<file path="src/core/gpio_cfg_pkg.sv">
// Constants shared by the serializer pin configuration logic
package gpio_cfg_pkg;
	localparam int ADDR_W = 8;
	localparam int DATA_W = 32;
	localparam int PIN_COUNT = 8;
	// Register indices; byte address is four times the index
	localparam logic [5:0] IDX_PINS_ONE_TWO = 6'h0e;
	localparam logic [5:0] IDX_PIN_THREE = 6'h0f;
	localparam logic [5:0] IDX_PINS_FIVE_SIX = 6'h10;
	localparam logic [5:0] IDX_PORT_CTRL = 6'h20;
	localparam logic [5:0] IDX_PIN_LEVEL = 6'h21;
	// Reset values
	localparam logic [7:0] RST_PINS_ONE_TWO = 8'h00;
	localparam logic [7:0] RST_PIN_THREE = 8'h00;
	localparam logic [7:0] RST_PINS_FIVE_SIX = 8'h00;
	localparam logic [7:0] RST_PORT_CTRL = 8'h00;
	// Field positions
	localparam int POS_PIN_ONE_MODE = 0;
	localparam int POS_PIN_ONE_VAL = 3;
	localparam int POS_PIN_TWO_MODE = 4;
	localparam int POS_PIN_TWO_VAL = 7;
	localparam int POS_PIN_THREE_MODE = 0;
	localparam int POS_PIN_THREE_VAL = 3;
	localparam int POS_PIN_FIVE_MODE = 0;
	localparam int POS_PIN_FIVE_VAL = 3;
	localparam int POS_PIN_SIX_MODE = 4;
	localparam int POS_PIN_SIX_VAL = 7;
	localparam int POS_SECOND_PORT_SELECT = 0;
	// Writable masks; other bits are reserved
	localparam logic [7:0] MASK_PINS_ONE_TWO = 8'hff;
	localparam logic [7:0] MASK_PIN_THREE = 8'h0f;
	localparam logic [7:0] MASK_PINS_FIVE_SIX = 8'hbb;
	localparam logic [7:0] MASK_PORT_CTRL = 8'h01;
	// Mode encodings
	localparam logic [1:0] MODE_LOW_FUNC = 2'h0;
	localparam logic [1:0] MODE_LOW_HIZ = 2'h2;
	localparam logic [2:0] MODE_OUTPUT = 3'h1;
	localparam logic [2:0] MODE_INPUT = 3'h3;
	localparam logic [2:0] MODE_REMOTE_HOLD = 3'h5;
	localparam logic [2:0] MODE_REMOTE_DEFAULT = 3'h7;
endpackage

</file>
<file path="src/core/gpio_pin_ctrl.sv">
// Mode decode and remote level hold for one configurable pin
`timescale 1ns/1ps
module gpio_pin_ctrl
	import gpio_cfg_pkg::*;
(
	// Clock and reset
	input wire logic clk_sys,
	input wire logic nrst,
	// Configuration
	input wire logic [2:0] mode,
	input wire logic out_value,
	input wire logic remote_allowed,
	// Link side
	input wire logic remote_level,
	input wire logic link_lost,
	// Decoded pin behaviour
	output logic drive_level,
	output logic drive_en,
	output logic func_active,
	output logic input_active
);
	logic held_level;

	// Last level seen while the link was up
	always_ff @(posedge clk_sys or negedge nrst) begin
		if (!nrst) begin
			held_level <= 1'b0;
		end else if (!link_lost) begin
			held_level <= remote_level;
		end
	end

	always_comb begin
		drive_level = 1'b0;
		drive_en = 1'b0;
		func_active = 1'b0;
		input_active = 1'b0;
		if (mode[1:0] == MODE_LOW_FUNC) begin
			func_active = 1'b1; // [RL1] [RL9]
		end else if (mode[1:0] == MODE_LOW_HIZ) begin
			drive_en = 1'b0; // [RL1] [RL9]
		end else if (mode == MODE_OUTPUT) begin
			drive_en = 1'b1; // [RL2] [RL5] [RL8] [RL9]
			drive_level = out_value;
		end else if (mode == MODE_INPUT) begin
			input_active = 1'b1; // [RL2] [RL9]
		end else if (mode == MODE_REMOTE_HOLD && remote_allowed) begin
			drive_en = 1'b1; // [RL3]
			drive_level = link_lost ? held_level : remote_level;
		end else if (mode == MODE_REMOTE_DEFAULT && remote_allowed) begin
			drive_en = 1'b1; // [RL4]
			drive_level = link_lost ? out_value : remote_level;
		end
	end
endmodule

</file>
<file path="src/core/serializer_gpio_config.sv">
// Register block and pin drivers for the serializer general-purpose pins
//
// Summary of operation
// RL1 - Mode low bits 00 select functional input; 10 selects high impedance.
// RL2 - Mode 001 is local output; mode 011 is general-purpose input.
// RL3 - Mode 101 drives remote level, holding last level on link loss.
// RL4 - Mode 111 drives remote level, falling back to output-value on link loss.
// RL5 - Output-value drives the pin only in local output mode and in mode 111 on link loss.
// RL6 - Every output-value bit resets to 0; pins reset to functional mode, not driven.
// RL7 - Second-port select redirects pin one to three fields to the second port.
// RL8 - Pin six output-value at bit 7 drives it in output mode; no remote.
// RL9 - Two-bit pin five and six modes: 00 func, 10 hiz, 01 out, 11 in.
// RL10 - Reserved configuration bits read as zero and ignore writes.
//
// Register access over Avalon-MM was left to the implementer.
`timescale 1ns/1ps
module serializer_gpio_config
	import gpio_cfg_pkg::*;
(
	// Clock and reset
	input wire logic clk_sys,
	input wire logic nrst,
	// Avalon-MM slave
	input wire logic [gpio_cfg_pkg::ADDR_W-1:0] address,
	input wire logic read,
	input wire logic write,
	input wire logic [3:0] byteenable,
	input wire logic [gpio_cfg_pkg::DATA_W-1:0] writedata,
	output logic [gpio_cfg_pkg::DATA_W-1:0] readdata,
	output logic waitrequest,
	// First port pins one to three
	input wire logic [2:0] general_pin_in,
	output logic [2:0] general_pin_out,
	output logic [2:0] general_pin_oe,
	// Second port pins one to three
	input wire logic [2:0] second_port_pin_in,
	output logic [2:0] second_port_pin_out,
	output logic [2:0] second_port_pin_oe,
	// Pins five and six
	input wire logic general_pin_five_in,
	output logic general_pin_five_out,
	output logic general_pin_five_oe,
	input wire logic general_pin_six_in,
	output logic general_pin_six_out,
	output logic general_pin_six_oe,
	// Remote levels and link state from the back channel
	input wire logic [2:0] remote_level_first,
	input wire logic link_lost_first,
	input wire logic [2:0] remote_level_second,
	input wire logic link_lost_second,
	// Functional input paths
	output logic [2:0] func_in_first,
	output logic [2:0] func_in_second,
	output logic func_in_five,
	output logic func_in_six
);
	import gpio_cfg_pkg::*;

	// Per-port configuration of pins one to three, pins five and six, and port select
	logic [7:0] pins_one_two_first;
	logic [7:0] pins_one_two_second;
	logic [7:0] pin_three_first;
	logic [7:0] pin_three_second;
	logic [7:0] pins_five_six_config;
	logic second_port_select;

	// Bus state
	logic access_done;
	logic [5:0] reg_index;
	logic addr_aligned;
	logic write_taken;
	logic request_new;
	logic read_taken;
	logic wr_pins_one_two;
	logic wr_pin_three;
	logic wr_pins_five_six;
	logic wr_port_ctrl;
	logic [7:0] wdata_byte;
	logic [7:0] next_readdata;

	// Pin synchronisers
	logic [PIN_COUNT-1:0] pin_raw;
	logic [PIN_COUNT-1:0] pin_meta;
	logic [PIN_COUNT-1:0] pin_sync;

	// Per-pin decode vectors, index 0-2 first port, 3-5 second, 6 pin five, 7 pin six
	logic [2:0] pin_mode [PIN_COUNT];
	logic [PIN_COUNT-1:0] pin_value;
	logic [PIN_COUNT-1:0] pin_remote_ok;
	logic [PIN_COUNT-1:0] pin_remote;
	logic [PIN_COUNT-1:0] pin_lost;
	logic [PIN_COUNT-1:0] next_level;
	logic [PIN_COUNT-1:0] next_oe;
	logic [PIN_COUNT-1:0] pin_func;

	assign reg_index = address[ADDR_W-1:2];
	assign addr_aligned = (address[1:0] == 2'h0);
	// A held request is new only while no answer is out for it
	assign request_new = (read || write) && waitrequest && !access_done;
	assign read_taken = read && request_new;
	assign write_taken = write && !waitrequest && byteenable[0] && addr_aligned;
	assign wdata_byte = writedata[7:0];

	// One write strobe per register
	assign wr_pins_one_two = write_taken && reg_index == IDX_PINS_ONE_TWO;
	assign wr_pin_three = write_taken && reg_index == IDX_PIN_THREE;
	assign wr_pins_five_six = write_taken && reg_index == IDX_PINS_FIVE_SIX;
	assign wr_port_ctrl = write_taken && reg_index == IDX_PORT_CTRL;

	// Slave answers one cycle after the request is raised
	always_ff @(posedge clk_sys or negedge nrst) begin
		if (!nrst) begin
			waitrequest <= 1'b1;
			access_done <= 1'b0;
		end else if (request_new) begin
			// Answer lasts one cycle so a write lands exactly once
			waitrequest <= 1'b0;
			access_done <= 1'b1;
		end else begin
			waitrequest <= 1'b1;
			access_done <= 1'b0;
		end
	end

	// Read mux; reserved and unmapped bits read zero
	always_comb begin
		next_readdata = 8'h00;
		if (addr_aligned) begin
			case (reg_index)
				IDX_PINS_ONE_TWO: begin
					next_readdata = (second_port_select ? pins_one_two_second :
						pins_one_two_first) & MASK_PINS_ONE_TWO; // [RL7]
				end
				IDX_PIN_THREE: begin
					next_readdata = (second_port_select ? pin_three_second :
						pin_three_first) & MASK_PIN_THREE; // [RL7] [RL10]
				end
				IDX_PINS_FIVE_SIX: begin
					next_readdata = pins_five_six_config & MASK_PINS_FIVE_SIX; // [RL10]
				end
				IDX_PORT_CTRL: begin
					next_readdata = {7'h00, second_port_select};
				end
				IDX_PIN_LEVEL: begin
					next_readdata = pin_sync;
				end
				default: begin
					next_readdata = 8'h00;
				end
			endcase
		end
	end

	always_ff @(posedge clk_sys or negedge nrst) begin
		if (!nrst) begin
			readdata <= '0;
		end else if (read_taken) begin
			readdata <= {24'h000000, next_readdata};
		end
	end

	// First port bank of pins one to three
	always_ff @(posedge clk_sys or negedge nrst) begin
		if (!nrst) begin
			pins_one_two_first <= RST_PINS_ONE_TWO; // [RL6]
			pin_three_first <= RST_PIN_THREE; // [RL6]
		end else if (!second_port_select) begin
			// Bank follows the select value standing at the write edge
			if (wr_pins_one_two) begin
				pins_one_two_first <= wdata_byte & MASK_PINS_ONE_TWO;
			end
			if (wr_pin_three) begin
				pin_three_first <= wdata_byte & MASK_PIN_THREE; // [RL10]
			end
		end
	end

	// Second port bank, written while the select bit is set
	always_ff @(posedge clk_sys or negedge nrst) begin
		if (!nrst) begin
			pins_one_two_second <= RST_PINS_ONE_TWO; // [RL6]
			pin_three_second <= RST_PIN_THREE; // [RL6]
		end else if (second_port_select) begin
			if (wr_pins_one_two) begin
				pins_one_two_second <= wdata_byte & MASK_PINS_ONE_TWO; // [RL7]
			end
			if (wr_pin_three) begin
				pin_three_second <= wdata_byte & MASK_PIN_THREE; // [RL7] [RL10]
			end
		end
	end

	// Pins five and six
	always_ff @(posedge clk_sys or negedge nrst) begin
		if (!nrst) begin
			pins_five_six_config <= RST_PINS_FIVE_SIX; // [RL6]
		end else if (wr_pins_five_six) begin
			pins_five_six_config <= wdata_byte & MASK_PINS_FIVE_SIX; // [RL10]
		end
	end

	// Port selection
	always_ff @(posedge clk_sys or negedge nrst) begin
		if (!nrst) begin
			second_port_select <= RST_PORT_CTRL[POS_SECOND_PORT_SELECT];
		end else if (wr_port_ctrl) begin
			second_port_select <= wdata_byte[POS_SECOND_PORT_SELECT];
		end
	end

	// Two-stage synchroniser on every pin input
	assign pin_raw = {general_pin_six_in, general_pin_five_in, second_port_pin_in,
		general_pin_in};

	always_ff @(posedge clk_sys or negedge nrst) begin
		if (!nrst) begin
			pin_meta <= '0;
			pin_sync <= '0;
		end else begin
			pin_meta <= pin_raw;
			pin_sync <= pin_meta;
		end
	end

	// Field routing into the per-pin decoders
	always_comb begin
		pin_mode[0] = pins_one_two_first[POS_PIN_ONE_MODE +: 3];
		pin_mode[1] = pins_one_two_first[POS_PIN_TWO_MODE +: 3];
		pin_mode[2] = pin_three_first[POS_PIN_THREE_MODE +: 3];
		pin_mode[3] = pins_one_two_second[POS_PIN_ONE_MODE +: 3];
		pin_mode[4] = pins_one_two_second[POS_PIN_TWO_MODE +: 3];
		pin_mode[5] = pin_three_second[POS_PIN_THREE_MODE +: 3];
		// Two-bit fields widened with a zero top bit
		pin_mode[6] = {1'b0, pins_five_six_config[POS_PIN_FIVE_MODE +: 2]}; // [RL9]
		pin_mode[7] = {1'b0, pins_five_six_config[POS_PIN_SIX_MODE +: 2]}; // [RL9]
		pin_value[0] = pins_one_two_first[POS_PIN_ONE_VAL];
		pin_value[1] = pins_one_two_first[POS_PIN_TWO_VAL];
		pin_value[2] = pin_three_first[POS_PIN_THREE_VAL];
		pin_value[3] = pins_one_two_second[POS_PIN_ONE_VAL];
		pin_value[4] = pins_one_two_second[POS_PIN_TWO_VAL];
		pin_value[5] = pin_three_second[POS_PIN_THREE_VAL];
		pin_value[6] = pins_five_six_config[POS_PIN_FIVE_VAL];
		pin_value[7] = pins_five_six_config[POS_PIN_SIX_VAL]; // [RL8]
	end

	// Pins five and six have no remote mode
	assign pin_remote_ok = 8'h3f; // [RL8]
	assign pin_remote = {2'h0, remote_level_second, remote_level_first};
	assign pin_lost = {2'h0, {3{link_lost_second}}, {3{link_lost_first}}};

	genvar gi;
	generate
		for (gi = 0; gi < PIN_COUNT; gi++) begin : g_pin
			gpio_pin_ctrl u_pin (
				.clk_sys(clk_sys),
				.nrst(nrst),
				.mode(pin_mode[gi]),
				.out_value(pin_value[gi]),
				.remote_allowed(pin_remote_ok[gi]),
				.remote_level(pin_remote[gi]),
				.link_lost(pin_lost[gi]),
				.drive_level(next_level[gi]),
				.drive_en(next_oe[gi]),
				.func_active(pin_func[gi]),
				.input_active()
			);
		end
	endgenerate

	// Registered pin drivers
	// Levels and enables leave one flop so a mode change cannot glitch a pin
	always_ff @(posedge clk_sys or negedge nrst) begin
		if (!nrst) begin
			general_pin_out <= 3'h0;
			general_pin_oe <= 3'h0;
			second_port_pin_out <= 3'h0;
			second_port_pin_oe <= 3'h0;
			general_pin_five_out <= 1'b0;
			general_pin_five_oe <= 1'b0;
			general_pin_six_out <= 1'b0;
			general_pin_six_oe <= 1'b0;
		end else begin
			general_pin_out <= next_level[2:0]; // [RL5]
			general_pin_oe <= next_oe[2:0];
			second_port_pin_out <= next_level[5:3]; // [RL7]
			second_port_pin_oe <= next_oe[5:3];
			general_pin_five_out <= next_level[6];
			general_pin_five_oe <= next_oe[6];
			general_pin_six_out <= next_level[7]; // [RL8]
			general_pin_six_oe <= next_oe[7];
		end
	end

	// Functional input paths see the pin only in functional mode
	always_ff @(posedge clk_sys or negedge nrst) begin
		if (!nrst) begin
			func_in_first <= 3'h0;
			func_in_second <= 3'h0;
			func_in_five <= 1'b0;
			func_in_six <= 1'b0;
		end else begin
			func_in_first <= pin_sync[2:0] & pin_func[2:0]; // [RL1]
			func_in_second <= pin_sync[5:3] & pin_func[5:3];
			func_in_five <= pin_sync[6] & pin_func[6]; // [RL9]
			func_in_six <= pin_sync[7] & pin_func[7];
		end
	end
endmodule

</file>
<file path="config.mk">
export PLATFORM = sky130hd
export DESIGN_NAME = serializer_gpio_config
export DESIGN_NICKNAME = d
export VERILOG_FILES = /design/src/core/gpio_cfg_pkg.sv /design/src/core/gpio_pin_ctrl.sv /design/src/core/serializer_gpio_config.sv
export SDC_FILE = /design/constraint.sdc
export NUM_CORES = 1
export LEC_CHECK = 0
export BUFFER_PORTS_ARGS = -buffer_cell sky130_fd_sc_hd__buf_2
export CORE_ASPECT_RATIO = 0.75
export CORE_MARGIN = 5
export CORE_UTILIZATION = 54
export DETAILED_ROUTE_END_ITERATION = 6
export PLACE_DENSITY = 0.84
export SYNTH_ARGS = -nofsm -noshare
export SYNTH_HDL_FRONTEND = slang
export SYNTH_SLANG_ARGS = --single-unit
</file>
<file path="constraint.sdc">
create_clock -name clk_sys -period 3 [get_ports clk_sys]
set_input_delay 0.3 -clock clk_sys [delete_from_list [all_inputs] [get_ports clk_sys]]
set_output_delay 0.3 -clock clk_sys [all_outputs]
set_load 0.02 [all_outputs]
</file>
==> results.json <==
{
  "crit_path_start": "second_port_select$_DFFE_PN0P_",
  "dpl.hpwl_mm": 5.550,
  "vias": 2392,
  "h-tree-depth": 3,
  "io_pins": 121,
  "dp_slack_ns": 1.045,
  "min_from": "general_pin_in[0]",
  "port-buffer-count": 69,
  "postSynthAreaPerCell_sq_um": 12.65,
  "area.growth.synth_to_final_pct": 14.13,
  "final_common_cell": "dfrtp_1",
  "synth_warnings": 0,
  "vdd_drop_max_v": 0.0002949,
  "worst_slew_pin_slew_ns": 1.062,
  "yosysTopAreaCell": "dfrtp_1",
  "synthTopCellsByArea": "dfrtp_1, mux2_2, buf_4",
  "synth_top_area_share_pct": 58.27,
  "viasPerCell": 5.304,
  "antenna_found_initial": 0,
  "cp.arrival_ns": 2.19,
  "fillerInstances": 522,
  "start_util_pct": 54.85,
  "synth_top_family_by_area": "simple AND/OR/NAND/NOR gates",
  "crit_type": "reg -> reg",
  "cts_sinks": 87,
  "nets": 426,
  "synth_compound_area_share_pct": 8.266,
  "yosys.area_share.adder_pct": 0,
  "hp-class": "in -> reg",
  "path_cells": "mux4_2 -> a222oi_1 -> o21ai_0",
  "fp.dieArea_sq_um": 8611,
  "clk_pin_slew_ns": 0.08,
  "drtIter0Drc": 156,
  "ys_types": 38,
  "period_needed_ns": 1.982,
  "rsz0062_at_grt": "false",
  "grt_max_degree": 88,
  "crit_family": "flip-flops",
  "crit_path_max_incr_delay_ns": 0.73,
  "die_y_microns": 81.63,
  "fin_skew_ns": 0.009198,
  "antenna_left": 0,
  "rows": 26,
  "insertion_delay_ns": 0.35,
  "cts-root-buf": "clkbuf_8",
  "synthArstFlopShare_pct": 100.0,
  "cts_tree": "yes",
  "cap_violations": 0,
  "grt_first_pass_wirelength_mm": 12.36,
  "numCtsBuffers": 9,
  "slowest_stage": "dfrtp_1",
  "synthFlopType": "dfrtp_1",
  "wire_per_inst_microns": 16.90,
  "setup_slack_ns": 1.018,
  "crit_buf_inv": 0,
  "routed_wl_mm": 7.624,
  "synthCells": 292,
  "finalSetupViolations": 0,
  "cts_resized": 0,
  "power.leakage_nw": 2.091,
  "post-route-period-util_pct": 66.07,
  "grt_usage_pct": 18.81,
  "grt_pass1_vias": 2420,
  "synth_edf_count": 0,
  "drive_gt1_share_pct": 34.33,
  "reg2reg_from": "second_port_select$_DFFE_PN0P_",
  "yosys.area_share.simple_pct": 12.94,
  "placeableCoreArea_sq_um": 6734,
  "synth.area.mux_share_pct": 12.36,
  "synth.ff_latch_count": 87,
  "synth_area_sq_um": 3694,
  "cp.required_ns": 3.21,
  "first_pass_iters": 4,
  "p_per_area_nw_per_um2": 550.0,
  "cp-start-kind": "flop",
  "finalMaxSlewViolations": 0,
  "path_max_fanout": 16,
  "layout_common_cells": "dfrtp_1, buf_2, mux2_2",
  "seq_area_frac_synth_pct": 58.98,
  "hold_viol": 0,
  "cp-end-kind": "flop",
  "die_w_microns": 105.5,
  "drcViolationCount": 0,
  "cts_post_setup_buffers_inserted": 0,
  "status": "completed",
  "slew_headroom_pct": 29.21,
  "max_freq_mhz": 504.5,
  "fin_setup_tns_ns": 0,
  "cts_hold_buffers": 0,
  "n_antenna_cell": 0,
  "gp_congestion": 0.8476,
  "grt_overflow": 0,
  "clockBufferDepth": 2,
  "synth_xor_xnor_area_share_pct": 0
}
synth_stat cells, types with 2 or more instances:
master / number
buf_4: 27
mux2i_1: 4
o21ai_0: 18
and3b_1: 2
mux4_2: 3
inv_1: 8
o21a_1: 3
and2_1: 3
nor2_1: 2
nand3_1: 8
nor3b_1: 8
a32oi_1: 2
nand2_1: 26
a21oi_1: 4
nor2b_1: 8
and4b_2: 2
dfrtp_1: 86
a21boi_0: 6
and3_1: 2
a222oi_1: 3
clkbuf_1: 3
mux2_2: 31
a221oi_1: 3
nand2b_1: 7
a22oi_1: 6
buf_6: 2
nor3_1: 4
per-layer routing:
layer	vias up	part of all wire, %	GRT usage, %
met5	-	0	0
met4	0	0.87	5.045
met3	5	7.7	6.363
met2	85	45	29.20
met1	1178	46	25.73
li1	1124	-	-
worst register-to-register path, stage by stage, from the launching register on:
cell,delay [ns]
dfrtp_1,0.73
mux4_2,0.60
a222oi_1,0.36
o21ai_0,0.15
stage by stage:
stage	cells	power (mW)	cell area (sq um)	hold slack, ns	util (%)
floorplan	315	1.387	3780	0.004409	-
finish	451	2.318	4215	0.05225	62.60
global route	451	2.411	4215	0.02638	62.60
CTS	451	2.339	4215	0.03803	62.60
global placement	435	1.441	3991	0.3334	59.27
detailed placement	435	1.449	3991	0.3355	59.27
final timing paths:
path	endpoint	slack, ns	cells past startpoint
setup / recovery	readdata[3]$_DFFE_PN0P_	1.02	3
max in group asynchronous	second_port_pin_oe[1]$_DFF_PN0_	2.19	1
hold / removal	pin_meta[0]$_DFF_PN0_	0.05	1
setup reg to reg	readdata[3]$_DFFE_PN0P_	1.02	3
min in group asynchronous	pin_meta[2]$_DFF_PN0_	0.15	1
hold reg to reg	pin_sync[7]$_DFF_PN0_	0.35	0
power breakdown:
| part | internal, mW | switching, mW | leakage [nW] |
|---|---|---|---|
| clock network | 0.514 | 0.378 | 0.114 |
| logic | 0.0552 | 0.132 | 0.834 |
| registers | 1.22 | 0.0208 | 1.14 |
| total | 1.79 | 0.530 | 2.09 |
sequential cells by signal, indices dropped and copies added, names as in the netlist, 3 cells and up:
name / cells
second_port_pin_out: 3
pin_three_first: 4
general_pin_oe: 3
func_in_second: 3
second_port_pin_oe: 3
func_in_first: 3
pins_one_two_first: 8
readdata: 8
pin_meta: 8
general_pin_out: 3
pins_one_two_second: 8
pins_five_six_config: 6
pin_three_second: 4
g_pin.u_pin.held_level: 6
pin_sync: 8
cells by family after synthesis:
kind of cell	Yosys count
flip-flops	87
AND/OR/NAND/NOR	79
other	1
buffers and inverters	41
AO/OA/AOI/OAI	46
multiplexers	38
cell type report:
| class | count | area (sq um) | area share (%) |
|---|---|---|---|
| sequential | 87 | 2178 | 51.68 |
| multi-input combinational | 187 | 1330 | 31.55 |
| clock inverter | 3 | 65.06 | 1.543 |
| timing repair buffer | 69 | 347.8 | 8.252 |
| inverter | 8 | 30.03 | 0.7124 |
| clock buffer | 13 | 158.9 | 3.770 |
| tap | 84 | 105.1 | 2.493 |
Note: power is estimated with default switching activity, not from simulation.
